**config.mk**
```make
export PLATFORM = sky130hd
export DESIGN_NAME = fhc_host
export DESIGN_NICKNAME = d
export VERILOG_FILES = /design/src/fhc_pkg.sv /design/src/fhc_sync.sv /design/src/fhc_host.sv
export VERILOG_INCLUDE_DIRS = /design/src
export SDC_FILE = /design/constraint.sdc
export NUM_CORES = 1
export LEC_CHECK = 0
export BUFFER_PORTS_ARGS = -buffer_cell sky130_fd_sc_hd__buf_2
export CAP_MARGIN = 20
export CORE_UTILIZATION = 50
export CTS_CLUSTER_SIZE = 30
export DETAILED_ROUTE_END_ITERATION = 10
export PLACE_DENSITY = 0.75
export SYNTH_ARGS = -nofsm -noshare
export SYNTH_HDL_FRONTEND = slang
export SYNTH_SLANG_ARGS = --single-unit
export TNS_END_PERCENT = 30
```
**constraint.sdc**
```tcl
create_clock -name sys_clk -period 6.81 [get_ports sys_clk]
set_input_delay 1.0215 -clock sys_clk [delete_from_list [all_inputs] [get_ports sys_clk]]
set_output_delay 1.0215 -clock sys_clk [all_outputs]
set_load 0.1 [all_outputs]
```
**src/fhc_map.svh**
```systemverilog
// Constants for the parallel flash host controller: pin bit positions,
// reset levels and timing counts.
// Assumes a 125 MHz system clock; all counts are derived from that period.
`ifndef FHC_MAP_SVH
`define FHC_MAP_SVH

// ----------------------------------------------------------------------
// Clock and timing
// ----------------------------------------------------------------------
`define FHC_CLK_NS        8
`define FHC_T_ACC_NS      70
`define FHC_T_WP_NS       40
`define FHC_T_RST_NS      500
`define FHC_T_REC_NS      50
`define FHC_T_PROT_US     100
`define FHC_T_UNPROT_MS   10
// Least times round up to whole cycles
`define FHC_ACC_CYC    ((`FHC_T_ACC_NS + `FHC_CLK_NS - 1) / `FHC_CLK_NS)
`define FHC_WP_CYC     ((`FHC_T_WP_NS + `FHC_CLK_NS - 1) / `FHC_CLK_NS)
`define FHC_RST_CYC    ((`FHC_T_RST_NS + `FHC_CLK_NS - 1) / `FHC_CLK_NS)
`define FHC_REC_CYC    ((`FHC_T_REC_NS + `FHC_CLK_NS - 1) / `FHC_CLK_NS)
`define FHC_PROT_CYC   ((`FHC_T_PROT_US * 1000 + `FHC_CLK_NS - 1) / `FHC_CLK_NS)
`define FHC_UNPROT_CYC ((`FHC_T_UNPROT_MS * 1000000 + `FHC_CLK_NS - 1) / `FHC_CLK_NS)
`define FHC_SYNC_STAGES   2

// ----------------------------------------------------------------------
// Address and data pin positions and fixed values
// ----------------------------------------------------------------------
`define FHC_A0_BIT        0
`define FHC_A1_BIT        1
`define FHC_A6_BIT        6
`define FHC_A12_BIT       12
`define FHC_A15_BIT       15
`define FHC_MSB_DQ_BIT    15
`define FHC_PIN_IDLE      1'b1
`define FHC_UPPER_ZERO    8'h00

`endif

```
**src/fhc_pkg.sv**
```systemverilog
// Types shared by the flash host controller files.
// Assumes fhc_map.svh carries all numeric constants.
package fhc_pkg;

  // ----------------------------------------------------------------------
  // Operations the user side may request
  // ----------------------------------------------------------------------
  typedef enum logic [2:0] {
    FHC_OP_READ,
    FHC_OP_WRITE,
    FHC_OP_ID_READ,
    FHC_OP_PROT_VERIFY,
    FHC_OP_UNPROT_VERIFY,
    FHC_OP_PROTECT,
    FHC_OP_UNPROTECT,
    FHC_OP_RESET
  } fhc_op_t;

  // ----------------------------------------------------------------------
  // Bus sequencer states
  // ----------------------------------------------------------------------
  typedef enum logic [2:0] {
    FHC_ST_IDLE,
    FHC_ST_READ,
    FHC_ST_WR_SETUP,
    FHC_ST_WR_PULSE,
    FHC_ST_WR_HOLD,
    FHC_ST_RESET,
    FHC_ST_RECOVER
  } fhc_state_t;

endpackage : fhc_pkg

```
**src/fhc_sync.sv**
```systemverilog
// Two-flop synchroniser for a group of asynchronous pin inputs.
// Assumes each bit is an independent level; words are only read when stable.
`timescale 1ns/1ns
`default_nettype none

module fhc_sync #(
  parameter int WIDTH = 1
) (
  // Clock and reset
  input  wire logic             sys_clk,
  input  wire logic             srst,
  // Pin side
  input  wire logic [WIDTH-1:0] asyncIn,
  // Synchronised side
  output var  logic [WIDTH-1:0] syncOut
);

  logic [WIDTH-1:0] meta_reg;
  logic [WIDTH-1:0] meta_next;
  logic [WIDTH-1:0] syncOut_next;

  if (WIDTH < 1) begin : g_chk
    $error("fhc_sync: WIDTH must be at least 1");
  end

  // First stage feeds only the second stage
  always_comb begin
    meta_next    = asyncIn;
    syncOut_next = meta_reg;
  end

  // Both stages clear to zero; the pins settle within two cycles anyway
  always_ff @(posedge sys_clk) begin
    if (srst) begin
      meta_reg <= '0;
      syncOut  <= '0;
    end else begin
      meta_reg <= meta_next;
      syncOut  <= syncOut_next;
    end
  end

endmodule : fhc_sync

`default_nettype wire

```
**src/fhc_host.sv**
```systemverilog
// Host-side controller for an asynchronous parallel flash: drives the
// strobes, address, data and high-voltage qualifier pins for each request.
// Assumes one request at a time from the user side and board logic that
// turns each *Hv qualifier into the real high-voltage level on its pin.
`timescale 1ns/1ns
`default_nettype none
`include "fhc_map.svh"

// Summary of operation
// - Reads pull chip select and output drive low together.
// - Writes pull chip select and write strobe low with output drive high.
// - Protect raises id pin and output drive high, block address applied.
// - Protect pulse on write strobe lasts at least 100 microseconds.
// - Unprotect starts on a write strobe fall and takes 10ms.
// - Hard reset holds the reset pin low at least 500ns; data floats.
module fhc_host #(
  parameter int ACC_CYC    = `FHC_ACC_CYC,
  parameter int WP_CYC     = `FHC_WP_CYC,
  parameter int RST_CYC    = `FHC_RST_CYC,
  parameter int REC_CYC    = `FHC_REC_CYC,
  parameter int PROT_CYC   = `FHC_PROT_CYC,
  parameter int UNPROT_CYC = `FHC_UNPROT_CYC
) (
  // Clock and reset
  input  wire logic             sys_clk,
  input  wire logic             srst,
  // User request side
  input  wire logic             reqValid,
  input  wire fhc_pkg::fhc_op_t reqOp,
  input  wire logic [17:0]      reqAddr,
  input  wire logic [15:0]      reqData,
  input  wire logic             byteMode,
  input  wire logic             tempUnprotect,
  output var  logic             reqReady,
  output var  logic             rspValid,
  output var  logic [15:0]      rspData,
  output var  logic             flashBusy,
  // Flash strobes and qualifiers
  output var  logic             flashCsN,
  output var  logic             flashCsHv,
  output var  logic             flashOeN,
  output var  logic             flashOeHv,
  output var  logic             flashWeN,
  output var  logic             hardResetN,
  output var  logic             hardResetHv,
  output var  logic             idModePinHv,
  output var  logic             widthSel,
  // Flash address and data
  output var  logic [16:0]      flashAddr,
  input  wire logic [15:0]      dqIn,
  output var  logic [15:0]      dqOut,
  output var  logic [15:0]      dqOe,
  input  wire logic             readyBusyN
);

  localparam int CW = 21;
  localparam int SYNC_WAIT = `FHC_SYNC_STAGES;

  // ----------------------------------------------------------------------
  // Parameter checks
  // ----------------------------------------------------------------------
  if (ACC_CYC < 1 || WP_CYC < 1 || RST_CYC < 1 || REC_CYC < 1 ||
      PROT_CYC < 1 || UNPROT_CYC < 1 || UNPROT_CYC >= 2**CW ||
      PROT_CYC >= 2**CW || ACC_CYC + SYNC_WAIT >= 2**CW) begin : g_chk
    $error("fhc_host: timing count out of range");
  end

  fhc_pkg::fhc_state_t state_reg, state_next;
  fhc_pkg::fhc_op_t    op_reg, op_next;
  logic [CW-1:0]       cnt_reg, cnt_next;
  logic [17:0]         addr_reg, addr_next;
  logic [15:0]         data_reg, data_next, dqSync, rspData_next, dqOut_next, dqOe_next;
  logic [16:0]         syncBus, blockSelAddr, flashAddr_next;
  logic                busySync, hvOp, busOn, lsbAddrOrMsbData;
  logic                reqReady_next, rspValid_next, flashBusy_next, widthSel_next;
  logic                flashCsN_next, flashCsHv_next, flashOeN_next, flashOeHv_next;
  logic                flashWeN_next, hardResetN_next, hardResetHv_next, idModePinHv_next;

  // ----------------------------------------------------------------------
  // Pin input synchronisers
  // ----------------------------------------------------------------------
  fhc_sync #(
    .WIDTH   (17)
  ) u_sync (
    .sys_clk (sys_clk),
    .srst    (srst),
    .asyncIn ({!readyBusyN, dqIn}), // Inverted so cleared flops read as not busy
    .syncOut (syncBus)
  );
  assign busySync = syncBus[16];
  assign dqSync = syncBus[15:0];

  // Sequencer: one request runs to completion before the next is taken
  always_comb begin
    state_next    = state_reg;
    op_next       = op_reg;
    addr_next     = addr_reg;
    data_next     = data_reg;
    cnt_next      = (cnt_reg != '0) ? cnt_reg - CW'(1) : cnt_reg;
    rspValid_next = 1'b0;
    rspData_next  = rspData;
    unique case (state_reg)
      fhc_pkg::FHC_ST_IDLE: begin
        if (reqValid) begin
          op_next   = reqOp;
          addr_next = reqAddr;
          data_next = reqData;
          unique case (reqOp)
            fhc_pkg::FHC_OP_RESET: begin
              state_next = fhc_pkg::FHC_ST_RESET;
              cnt_next   = CW'(RST_CYC - 1);
            end
            fhc_pkg::FHC_OP_READ, fhc_pkg::FHC_OP_ID_READ,
            fhc_pkg::FHC_OP_PROT_VERIFY, fhc_pkg::FHC_OP_UNPROT_VERIFY: begin
              state_next = fhc_pkg::FHC_ST_READ;
              cnt_next   = CW'(ACC_CYC + SYNC_WAIT - 1); // Access plus sync lag
            end
            default: begin
              state_next = fhc_pkg::FHC_ST_WR_SETUP;
            end
          endcase
        end
      end
      fhc_pkg::FHC_ST_READ: begin
        if (cnt_reg == '0) begin
          rspValid_next = 1'b1;
          // Upper byte forced to zero in byte mode; device floats it there
          rspData_next  = byteMode ? {`FHC_UPPER_ZERO, dqSync[7:0]} : dqSync;
          state_next    = fhc_pkg::FHC_ST_RECOVER;
          cnt_next      = CW'(REC_CYC - 1);
        end
      end
      fhc_pkg::FHC_ST_WR_SETUP: begin
        state_next = fhc_pkg::FHC_ST_WR_PULSE;
        if (op_reg == fhc_pkg::FHC_OP_PROTECT) begin
          cnt_next = CW'(PROT_CYC - 1);
        end else if (op_reg == fhc_pkg::FHC_OP_UNPROTECT) begin
          cnt_next = CW'(UNPROT_CYC - 1);
        end else begin
          cnt_next = CW'(WP_CYC - 1);
        end
      end
      fhc_pkg::FHC_ST_WR_PULSE: begin
        if (cnt_reg == '0) begin
          state_next = fhc_pkg::FHC_ST_WR_HOLD;
        end
      end
      fhc_pkg::FHC_ST_WR_HOLD: begin
        state_next = fhc_pkg::FHC_ST_RECOVER;
        cnt_next   = CW'(REC_CYC - 1);
      end
      fhc_pkg::FHC_ST_RESET: begin
        if (cnt_reg == '0) begin
          state_next = fhc_pkg::FHC_ST_RECOVER;
          cnt_next   = CW'(REC_CYC - 1);
        end
      end
      fhc_pkg::FHC_ST_RECOVER: begin
        if (cnt_reg == '0) begin
          state_next = fhc_pkg::FHC_ST_IDLE;
        end
      end
    endcase
  end

  // Pin levels follow the next state so every pin comes from a flop
  always_comb begin
    hvOp  = (op_next == fhc_pkg::FHC_OP_PROTECT) ||
            (op_next == fhc_pkg::FHC_OP_UNPROTECT);
    busOn = (state_next == fhc_pkg::FHC_ST_READ) ||
            (state_next == fhc_pkg::FHC_ST_WR_SETUP) ||
            (state_next == fhc_pkg::FHC_ST_WR_PULSE) ||
            (state_next == fhc_pkg::FHC_ST_WR_HOLD);
    // Byte mode shifts the byte address down one bit; the top data pin takes the LSB
    blockSelAddr     = byteMode ? addr_next[17:1] : addr_next[16:0];
    lsbAddrOrMsbData = byteMode ? addr_next[0] : data_next[`FHC_MSB_DQ_BIT];
    unique case (op_next)
      fhc_pkg::FHC_OP_ID_READ: begin
        blockSelAddr[`FHC_A1_BIT] = 1'b0;
      end
      fhc_pkg::FHC_OP_PROT_VERIFY, fhc_pkg::FHC_OP_UNPROT_VERIFY: begin
        blockSelAddr[`FHC_A0_BIT] = 1'b0;
        blockSelAddr[`FHC_A1_BIT] = 1'b1;
        blockSelAddr[`FHC_A6_BIT] = (op_next == fhc_pkg::FHC_OP_UNPROT_VERIFY);
      end
      fhc_pkg::FHC_OP_UNPROTECT: begin
        blockSelAddr[`FHC_A12_BIT] = 1'b1;
        blockSelAddr[`FHC_A15_BIT] = 1'b1;
      end
      default: begin
      end
    endcase
    // Chip select stays high at idle so the device sits in standby
    flashCsN_next    = !busOn || (hvOp && op_next == fhc_pkg::FHC_OP_UNPROTECT);
    flashCsHv_next   = busOn && op_next == fhc_pkg::FHC_OP_UNPROTECT;
    flashOeN_next    = state_next != fhc_pkg::FHC_ST_READ;
    flashOeHv_next   = busOn && hvOp;
    flashWeN_next    = state_next != fhc_pkg::FHC_ST_WR_PULSE;
    idModePinHv_next = busOn && (hvOp || op_next == fhc_pkg::FHC_OP_ID_READ ||
                       op_next == fhc_pkg::FHC_OP_PROT_VERIFY ||
                       op_next == fhc_pkg::FHC_OP_UNPROT_VERIFY);
    hardResetN_next  = state_next != fhc_pkg::FHC_ST_RESET;
    // Temporary unprotect is a level the user holds across program or erase
    hardResetHv_next = tempUnprotect && hardResetN_next;
    widthSel_next    = !byteMode;
    flashAddr_next   = blockSelAddr;
    dqOut_next       = {lsbAddrOrMsbData, data_next[14:0]};
    // Drive data only during write phases; high-voltage ops carry none
    dqOe_next        = '0;
    if (busOn && state_next != fhc_pkg::FHC_ST_READ && !hvOp) begin
      dqOe_next = byteMode ? 16'h00FF : 16'hFFFF;
    end
    if (byteMode) begin
      dqOe_next[`FHC_MSB_DQ_BIT] = 1'b1; // Address LSB is always ours
    end
    reqReady_next  = state_next == fhc_pkg::FHC_ST_IDLE;
    flashBusy_next = busySync;
  end

  // State and pin registers
  always_ff @(posedge sys_clk) begin
    if (srst) begin
      state_reg   <= fhc_pkg::FHC_ST_IDLE;
      op_reg      <= fhc_pkg::FHC_OP_READ;
      cnt_reg     <= '0;
      addr_reg    <= '0;
      data_reg    <= '0;
      reqReady    <= 1'b1;
      rspValid    <= 1'b0;
      rspData     <= '0;
      flashBusy   <= 1'b0;
      flashCsN    <= `FHC_PIN_IDLE;
      flashCsHv   <= 1'b0;
      flashOeN    <= `FHC_PIN_IDLE;
      flashOeHv   <= 1'b0;
      flashWeN    <= `FHC_PIN_IDLE;
      hardResetN  <= `FHC_PIN_IDLE;
      hardResetHv <= 1'b0;
      idModePinHv <= 1'b0;
      widthSel    <= `FHC_PIN_IDLE;
      flashAddr   <= '0;
      dqOut       <= '0;
      dqOe        <= '0;
    end else begin
      state_reg   <= state_next;
      op_reg      <= op_next;
      cnt_reg     <= cnt_next;
      addr_reg    <= addr_next;
      data_reg    <= data_next;
      reqReady    <= reqReady_next;
      rspValid    <= rspValid_next;
      rspData     <= rspData_next;
      flashBusy   <= flashBusy_next;
      flashCsN    <= flashCsN_next;
      flashCsHv   <= flashCsHv_next;
      flashOeN    <= flashOeN_next;
      flashOeHv   <= flashOeHv_next;
      flashWeN    <= flashWeN_next;
      hardResetN  <= hardResetN_next;
      hardResetHv <= hardResetHv_next;
      idModePinHv <= idModePinHv_next;
      widthSel    <= widthSel_next;
      flashAddr   <= flashAddr_next;
      dqOut       <= dqOut_next;
      dqOe        <= dqOe_next;
    end
  end

  // ----------------------------------------------------------------------
  // Checks on the pin behaviour
  // ----------------------------------------------------------------------
  logic [CW-1:0] weLowCnt;
  logic [CW-1:0] rstLowCnt;

  // Low-time counters seen only by the checks
  always_ff @(posedge sys_clk) begin
    if (srst) begin
      weLowCnt  <= '0;
      rstLowCnt <= '0;
    end else begin
      weLowCnt  <= flashWeN ? '0 : weLowCnt + CW'(1);
      rstLowCnt <= hardResetN ? '0 : rstLowCnt + CW'(1);
    end
  end
endmodule : fhc_host

`default_nettype wire

```
**Word-level counts from Yosys, hierarchy flattened**

Cells that the tools add are included.

- Add/sub/neg operators: 1
- Bitwise gates (word level): 2
- Equality and inequality tests: 24
- Reduce and logical (&&, ||, !) cells: 31
- Mux-type cells: 30

Operator list:

| operator | number |
|---|---|
| two-way mux 21 bit | 5 |
| case mux 21 bit (4 select lines) | 1 |
| two-way mux 16 bit | 5 |
| case mux 21 bit (2 select lines) | 1 |
| two-way mux 18 bit | 2 |
| == test 3 bit (second input constant) | 11 |
| == test 3 x 2 -> 1 bit (second input constant) | 8 |
| zero test 21 bit | 1 |
| nonzero test 21 bit | 1 |
| subtractor 21 x 1 -> 21 bit (second input constant) | 1 |
| two-way mux 3 bit | 6 |
| case mux 3 bit (6 select lines) | 1 |
| two-way mux 17 bit | 1 |
| zero test 3 bit | 3 |
| logical OR 1 bit | 8 |
| OR reduction 2 bit | 4 |
| logical AND 1 bit | 7 |
| == test 3 x 1 -> 1 bit (second input constant) | 2 |
| two-way mux 1 bit | 6 |
| case mux 3 bit (2 select lines) | 1 |
| zero test 1 bit | 4 |
| OR reduction 4 bit | 1 |
| != test 3 x 1 -> 1 bit (second input constant) | 1 |
| != test 3 x 2 -> 1 bit (second input constant) | 1 |
| 5 further kinds | 6 |

- Register bits after elaboration: 172
- Output and inout port bits: 77
- Logic and storage cells: 113
- Bits of input ports: 59

**Longest topological paths before layout**

Gate-level depths: netlist of the first run.

- Depth in word-level cells: 13
- Mapped depth: 11
- Gate-level depth less buffers: 8

**Modules after synthesis**

A second synthesis of the first run with hierarchy kept.

- Cells, all modules: 625
- Area, all modules: 5714.2 um2

By module, submodules not included:

| module | times used | area an instance (um2) | cells an instance | sequential area each (um2) |
|---|---|---|---|---|
| fhc_host | 1 | 4777.1 | 554 | 2202.1 |
| fhc_sync | 1 | 937.1 | 71 | 680.7 |

**Worst setup path before layout of the first run**

OpenSTA, ideal clock, no wires.

- Path type: input -> register
- From: input reqValid
- To: register flashAddr[0]
- Required time: 6.696 ns
- Data arrival time: 2.684 ns
- Path slack: 4.012 ns
- Path buffers: 1
- Setup time: 0.114 ns
- Stages: 6
- Cells stage by stage: buf_2 > nor4b_4 > mux2i_1 > nand3b_1 > o21ai_0 > a2111oi_0

- Longest elaborated chain between the ends: 4
- Elaborated cells on any way between the ends: 8
- Those cells by class: 2 x eq/ne; 5 x mux; 1 x reduce/logical

RTL lines:

| item | RTL line | RTL |
|---|---|---|
| start: declaration | fhc_host.sv:28 | `input wire logic reqValid,` |
| two-way mux 3 bit | fhc_host.sv:104 | `if (reqValid) begin` |
| two-way mux 3 bit | fhc_host.sv:102 | `unique case (state_reg)` |
| == test 3 bit or == test 3 x 2 -> 1 bit (tied branches) | fhc_host.sv:177 | `unique case (op_next)` |
| OR reduction 3 bit (no line) | - |  |
| end signal: assignment | fhc_host.sv:263 | `flashAddr <= flashAddr_next;` |
| end: declaration | fhc_host.sv:49 | `output var logic [16:0] flashAddr,` |

Parallel ways exist; a longest one is shown, timed or not.
A chain may end at the register's enable or synchronous reset.

**Worst setup path after layout of the first run**

Ends and elaborated chain as after synthesis.

==> results of run 1 <==
routing by layer:
| metal | global-route usage | share of wire |
|---|---|---|
| met4 | 0.0820 | 0.013 |
| met1 | 0.255 | 0.45 |
| met2 | 0.365 | 0.47 |
| met3 | 0.0669 | 0.069 |
| met5 | 0 | 0 |
final cells by class:
type | instances | area, um2 | share of cell area
Timing Repair Buffer | 137 | 693 | 0.101
Clock buffer | 20 | 467 | 0.0681
Inverter | 5 | 18.8 | 0.00274
Multi-Input combinational cell | 409 | 2460 | 0.359
Clock inverter | 12 | 155 | 0.0226
Sequential cell | 144 | 2880 | 0.421
Tap cell | 140 | 175 | 0.0256
through the flow:
stage                     instance area [um2]  hold WS [ns]   util  setup slack [ns]
after CTS                                6850         0.438  0.624              4.04
after global routing                     6850         0.456  0.624              3.86
after global placement                   6230         0.416  0.567              3.71
after detailed placement                 6230         0.423  0.567              3.57
final                                    6850         0.433  0.624              4.02
after floorplan                          5720         0.414      -              4.01
cell usage after synthesis, types with 3 or more instances:
master and count:
nor2b_1 47, o21ai_1 4, buf_2 9, a31oi_1 3
inv_1 5, xnor2_1 9, ha_1 3, buf_4 29
a2bb2oi_1 4, dfxtp_1 144, a21oi_1 48, nand3b_1 11
nand2b_1 9, or2_2 3, mux2_2 4, nand3_1 4
a211oi_1 11, xor2_1 8, nor3_1 8, o21ai_0 15
a22o_1 3, nor2_1 55, nor4_1 5, clkbuf_1 24
nor3b_1 3, or3_1 4, mux2i_1 23, nand2_1 87
logic make-up after synthesis:
family,share of synthesized area
xor gates and xnor gates,0.0260
AOI/OAI and AO/OA,0.119
muxes,0.0481
and+or+nand+nor,0.231
DFF,0.504
buffers and inverters,0.0657
adders and majority gates,0.00657
worst min path at each step:
stage,from,to,slack [ns],depth (start not counted)
2_1_floorplan,u_sync.syncOut[16]$_SDFF_PP0_,flashBusy$_SDFF_PP0_,0.41,1
3_3_place_gp,u_sync.meta_reg[2]$_SDFF_PP0_,u_sync.syncOut[2]$_SDFF_PP0_,0.42,1
3_5_place_dp,u_sync.meta_reg[12]$_SDFF_PP0_,u_sync.syncOut[12]$_SDFF_PP0_,0.42,1
4_1_cts,u_sync.meta_reg[7]$_SDFF_PP0_,u_sync.syncOut[7]$_SDFF_PP0_,0.44,1
5_1_grt,u_sync.meta_reg[1]$_SDFF_PP0_,u_sync.syncOut[1]$_SDFF_PP0_,0.46,1
6_report,u_sync.meta_reg[13]$_SDFF_PP0_,u_sync.syncOut[13]$_SDFF_PP0_,0.43,1
critical path, cell delays in order:
cell,delay [ns]
buf_2,0.19
nor4b_4,0.27
buf_4,0.52
mux2i_1,0.49
o21ai_0,0.20
a2111oi_0,0.39
power groups by stage:
stage	Combinational [mW]	Sequential, mW	Clock (mW)
2_1_floorplan	1.39	1.48	0
3_3_place_gp	1.95	1.16	0
3_5_place_dp	1.98	1.17	0
4_1_cts	1.99	1.16	0.972
5_1_grt	2.14	1.18	1.01
6_report	1.99	1.16	0.959
==> results by group, run 1 <==
Run status
  – Outcome: finished, final reports clean

Clock tree
  – Clock sink total: 144
  – Worst-case clock buffer depth: 2
  – TritonCTS buffer count: 17
  – Post-CTS sizing: 0
  – Root buffer cell: clkbuf_16
  – Hold_buf cts: 0
  – Reg clk slew, reported paths: 0.06 ns
  – # Post-CTS Setup Buffers: 0
  – CTS tree: built
  – Worst-skew pair later-pin latency: 0.42 ns
  – H-tree depth: 4

Logic synthesis
  – Avg Inst Size Synth: 9.21 um2
  – Synth area leader: dfxtp_1
  – Main flop type after synthesis: dfxtp_1
  – Largest cells by area after synthesis: dfxtp_1 (50%), nand2_1 (5.7%), nor2b_1 (5.1%)
  – Synth cell types: 58
  – EDFF count, synth: 0
  – Ys async rst share: 0
  – Seq/Total Area, Yosys: 0.504
  – Netlist Area Pre-Place: 5720 um2
  – Share of the synthesized area in the top cell type: 0.504
  – Ys Warns: 0
  – Post-Syn Nets: 683
  – #FFs+latches synth: 144
  – Post-Synthesis Cells: 621

Worst setup path
  – Worst Path Arrival: 3.08 ns
  – Register-to-Register Path Depth: 8
  – Crit path launch: reqValid
  – Kind of critical path: input pin to flop
  – Worst setup SP type: input pin
  – CP required: 7.10 ns
  – CP Max Fanout: 41
  – CP Capture Type: flop
  – Reg2Reg Setup Slack: 4.14 ns
  – Reg2reg end: rspData[0]$_SDFFE_PP0P_
  – Worst setup path end: flashAddr[0]$_SDFF_PP0_
  – Worst reg2reg startpoint: cnt_reg[1]$_SDFF_PP0_

Placed design
  – Placed cells: 835
  – IO buf count: 135
  – GP Congestion: 0.888
  – Detail Placement HPWL: 8450 um

Detailed routing
  – Via count: 4544
  – Antenna Nets Post-Route: 0
  – Post-Route WL: 12500 um
  – Vias per cell: 5.24
  – Routed length per instance: 14.4 um
  – DRT Pass-1 Iters: 5
  – # DRC: 0
  – Detailed router's first-iteration violation count: 210

Finish
  – P&R area growth vs syn: 19.8%
  – Fin cells: 867
  – Antenna cells: 0
  – Post-layout nets: 776
  – Commonest cells after routing, fill and taps aside: dfxtp_1 (144), buf_2 (134), nand2_1 (87), nor2_1 (55), a21oi_1 (48)
  – Layout fillers: 948
  – Layout cells sized above 1: 0.261
  – Number of flip-flops in the largest register: 21
  – Most common cell after layout, fill and taps aside: dfxtp_1

Power and ir drop
  – Psw: 1.95 mW
  – Worst VDD drop: 0.000450 V
  – Total Power: 4.10 mW
  – Clock network power share: 0.234
  – Sw frac: 0.475
  – Int Power: 2.15 mW
  – Sequential Power Share: 0.282
  – Pleak: 2.91 nW
  – Pwr Density: 599 nW/um2
  – Combinational power share: 0.485

Global routing
  – Largest net degree at the start of global routing: 80
  – GRT Total Usage: 0.216
  – Total congestion overflow: 0
  – Initial antenna violation count: 0
  – Vias in the first global route: 4164
  – First-pass GRT wire length: 19500 um

Timing
  – Final slew viol count: 0
  – Maximum clock rate: 0.359 GHz
  – Setup TNS: 0 ns
  – Final Hold Vio Count: 0
  – RSZ-0062 raised after global routing: no
  – Slew margin rel.: 0.465
  – Final setup fails: 0
  – Skew final: 0.00767 ns
  – Min Tclk post-route: 2.79 ns
  – Post-route clock period utilization: 0.409
  – Tightest Pin Transition: 0.780 ns

Run
  – Max_cap viols: 0

Floorplanning
  – # IOs: 136
  – DIE AREA: 11900 um2
  – Starting Density: 0.521
  – Core Box Area: 11000 um2
  – Die width: 109 um
  – Site Rows: 38
  – Die H: 109 um

Worst hold path
  – Worst hold path class: flop to flop
Power figures use the tool's default switching activity.
==> inputs of run 2 (changes only) <==
==> constraint.sdc (replaced) <==
create_clock -name sys_clk -period 2.92 [get_ports sys_clk]
set_input_delay 0.438 -clock sys_clk [delete_from_list [all_inputs] [get_ports sys_clk]]
set_output_delay 0.438 -clock sys_clk [all_outputs]
set_load 0.1 [all_outputs]
==> results by group, run 2 (synthesis results as in run 1) <==
Run status
  – Outcome: finished, final reports clean

Worst hold path
  – Hold Crit Start: readyBusyN
  – WHS Path Cells: 2 (+1)
  – Worst Hold End: u_sync.meta_reg[16]$_SDFF_PP0_
  – Worst hold path class: input pin to flop

Finish
  – Layout cells sized above 1: 0.264 (+0.00267)
  – P&R area growth vs syn: 19.8% (unchanged)
  – Post-layout nets: 780 (+0.52%)
  – Number of flip-flops in the largest register: 21 (unchanged)
  – Antenna cells: 0 (unchanged)
  – Most common cell after layout, fill and taps aside: dfxtp_1
  – Commonest cells after routing, fill and taps aside: dfxtp_1 (144), buf_2 (134), nand2_1 (87), nor2_1 (55), a21oi_1 (48)

Detailed routing
  – DRT Pass-1 Iters: 4 (-1)
  – Detailed router's first-iteration violation count: 228 (+8.6%)
  – Vias per cell: 5.21 (-0.52%)
  – Via count: 4541 (-0.066%)
  – Antenna Nets Post-Route: 0 (unchanged)
  – # DRC: 0 (unchanged)
  – Post-Route WL: 12400 um (-0.46%)
  – Routed length per instance: 14.3 um (-0.92%)

Worst setup path
  – Register-to-Register Path Depth: 6 (-2)
  – CP max stage delay: 0.59 ns (+0.07 ns)
  – Worst setup SP type: flop
  – Buffers & Inverters on Critical Path: 0 (-2)
  – Reg2Reg Setup Slack: 0.37 ns (-3.77 ns)
  – Worst Path Arrival: 2.83 ns (-0.25 ns)
  – CP cell instances: nor4_1 -> nand4_1 -> or2_1 -> or3_1 -> nand2_1 -> a21oi_1
  – CP Capture Type: flop
  – Crit-path leading delay family: simple AND/OR/NAND/NOR gates
  – Kind of critical path: flop to flop
  – Reg2reg end: rspData[10]$_SDFFE_PP0P_
  – Slowest stage cell on the critical path: or3_1
  – Worst reg2reg startpoint: cnt_reg[4]$_SDFF_PP0_
  – Worst path depth: 6 (unchanged)
  – CP required: 3.20 ns (-3.90 ns)
  – CP Max Fanout: 16 (-61%)

Global routing
  – Initial antenna violation count: 0 (unchanged)
  – Total congestion overflow: 0 (unchanged)
  – Vias in the first global route: 4109 (-1.3%)
  – Largest net degree at the start of global routing: 77 (-3.8%)
  – GRT Total Usage: 0.213 (-0.00239)
  – First-pass GRT wire length: 19300 um (-1.3%)

Timing
  – Setup TNS: 0 ns (unchanged)
  – Final setup fails: 0 (unchanged)
  – Post-route clock period utilization: 0.875
  – Slew margin rel.: 0.461 (-0.00401)
  – Post-route setup slack: 0.366 ns (-3.66 ns)
  – RSZ-0062 raised after global routing: no
  – Tightest Pin Transition: 0.808 ns (+0.0283 ns)
  – Min Tclk post-route: 2.55 ns
  – Final slew viol count: 0 (unchanged)
  – Skew final: 0.00651 ns (-0.00115 ns)
  – Maximum clock rate: 0.392 GHz
  – Final Hold Vio Count: 0 (unchanged)

Clock tree
  – Clock sink total: 144 (unchanged)
  – Worst-case clock buffer depth: 2 (unchanged)
  – Worst-skew pair later-pin latency: 0.42 ns (about the same)
  – H-tree depth: 4 (unchanged)
  – Reg clk slew, reported paths: 0.06 ns (about the same)
  – TritonCTS buffer count: 17 (unchanged)
  – Post-CTS sizing: 0 (unchanged)
  – Hold_buf cts: 0 (unchanged)
  – # Post-CTS Setup Buffers: 0 (unchanged)
  – Root buffer cell: clkbuf_16
  – CTS tree: built

Placed design
  – GP Congestion: 0.852 (-4.1%)
  – IO buf count: 135 (unchanged)
  – Detail Placement HPWL: 8550 um (+1.3%)
  – DP Worst Slack: 0.456 ns (-3.11 ns)

Floorplanning
  – Die H: 109 um (unchanged)
  – Site Rows: 38 (unchanged)
  – DIE AREA: 11900 um2 (unchanged)
  – Starting Density: 0.521 (unchanged)
  – Core Box Area: 11000 um2 (unchanged)
  – # IOs: 136 (unchanged)
  – Die width: 109 um (unchanged)

Run
  – Max_cap viols: 0 (unchanged)
-- run 2: changes by cell type in the layout (fill, tap and decap cells not counted), sizes merged --
| cell | before | now |
|---|---|---|
| buf | 137 | 141 |
| inv | 7 | 11 |
| clkinv | 5 | 2 |
| bufinv | 3 | 2 |
| clkbuf | 20 | 19 |
| clkinvlp | 2 | 3 |
-- run 2: how the worst max path moves through the flow --
stage	startpoint	endpoint	slack, ns
after floorplan	cnt_reg[0]$_SDFF_PP0_	rspData[5]$_SDFFE_PP0P_	0.69
after global placement	cnt_reg[0]$_SDFF_PP0_	rspData[2]$_SDFFE_PP0P_	0.54
after detailed placement	cnt_reg[0]$_SDFF_PP0_	rspData[1]$_SDFFE_PP0P_	0.46
after CTS	cnt_reg[0]$_SDFF_PP0_	rspData[10]$_SDFFE_PP0P_	0.41
after global routing	state_reg[2]$_SDFF_PP0_	flashAddr[0]$_SDFF_PP0_	0.19
final	cnt_reg[4]$_SDFF_PP0_	rspData[10]$_SDFFE_PP0P_	0.37
-- run 2: stage by stage --
stage	util	instances	hold slack [ns]	cell area [um2]
finish	0.624	871	0.162	6850
global route	0.624	871	0.147	6850
CTS	0.624	871	0.152	6850
detailed placement	0.570	839	0.424	6260
global placement	0.570	839	0.420	6260
floorplan	-	621	0.414	5720
-- run 2: final cells by class --
class / count / area (um2)
flip-flops and latches: 144 / 2880
multi-input cells: 409 / 2460
well taps: 140 / 175
fillers: 913 / 4130
repair buffers: 141 / 723
clock buffers: 19 / 443
clock inverters: 13 / 149
inverters: 5 / 18.8
-- run 2: worst register-to-register path: stages, from the launching register on --
cell,delay (ns)
dfxtp_1,0.37
nor4_1,0.53
nand4_1,0.27
or2_1,0.39
or3_1,0.60
nand2_1,0.17
a21oi_1,0.09
-- run 2: per-layer routing --
layer | track usage | part of all wire | vias to the layer above
met4 | 0.0888 | 0.018 | 0
met5 | 0 | 0 | -
met2 | 0.329 | 0.46 | 188
met3 | 0.0717 | 0.090 | 20
li1 | - | - | 2268
met1 | 0.272 | 0.44 | 2065
Power of run 2 is not shown: default switching activity piles up to over one toggle a cycle in this logic, so the estimate is an artifact.
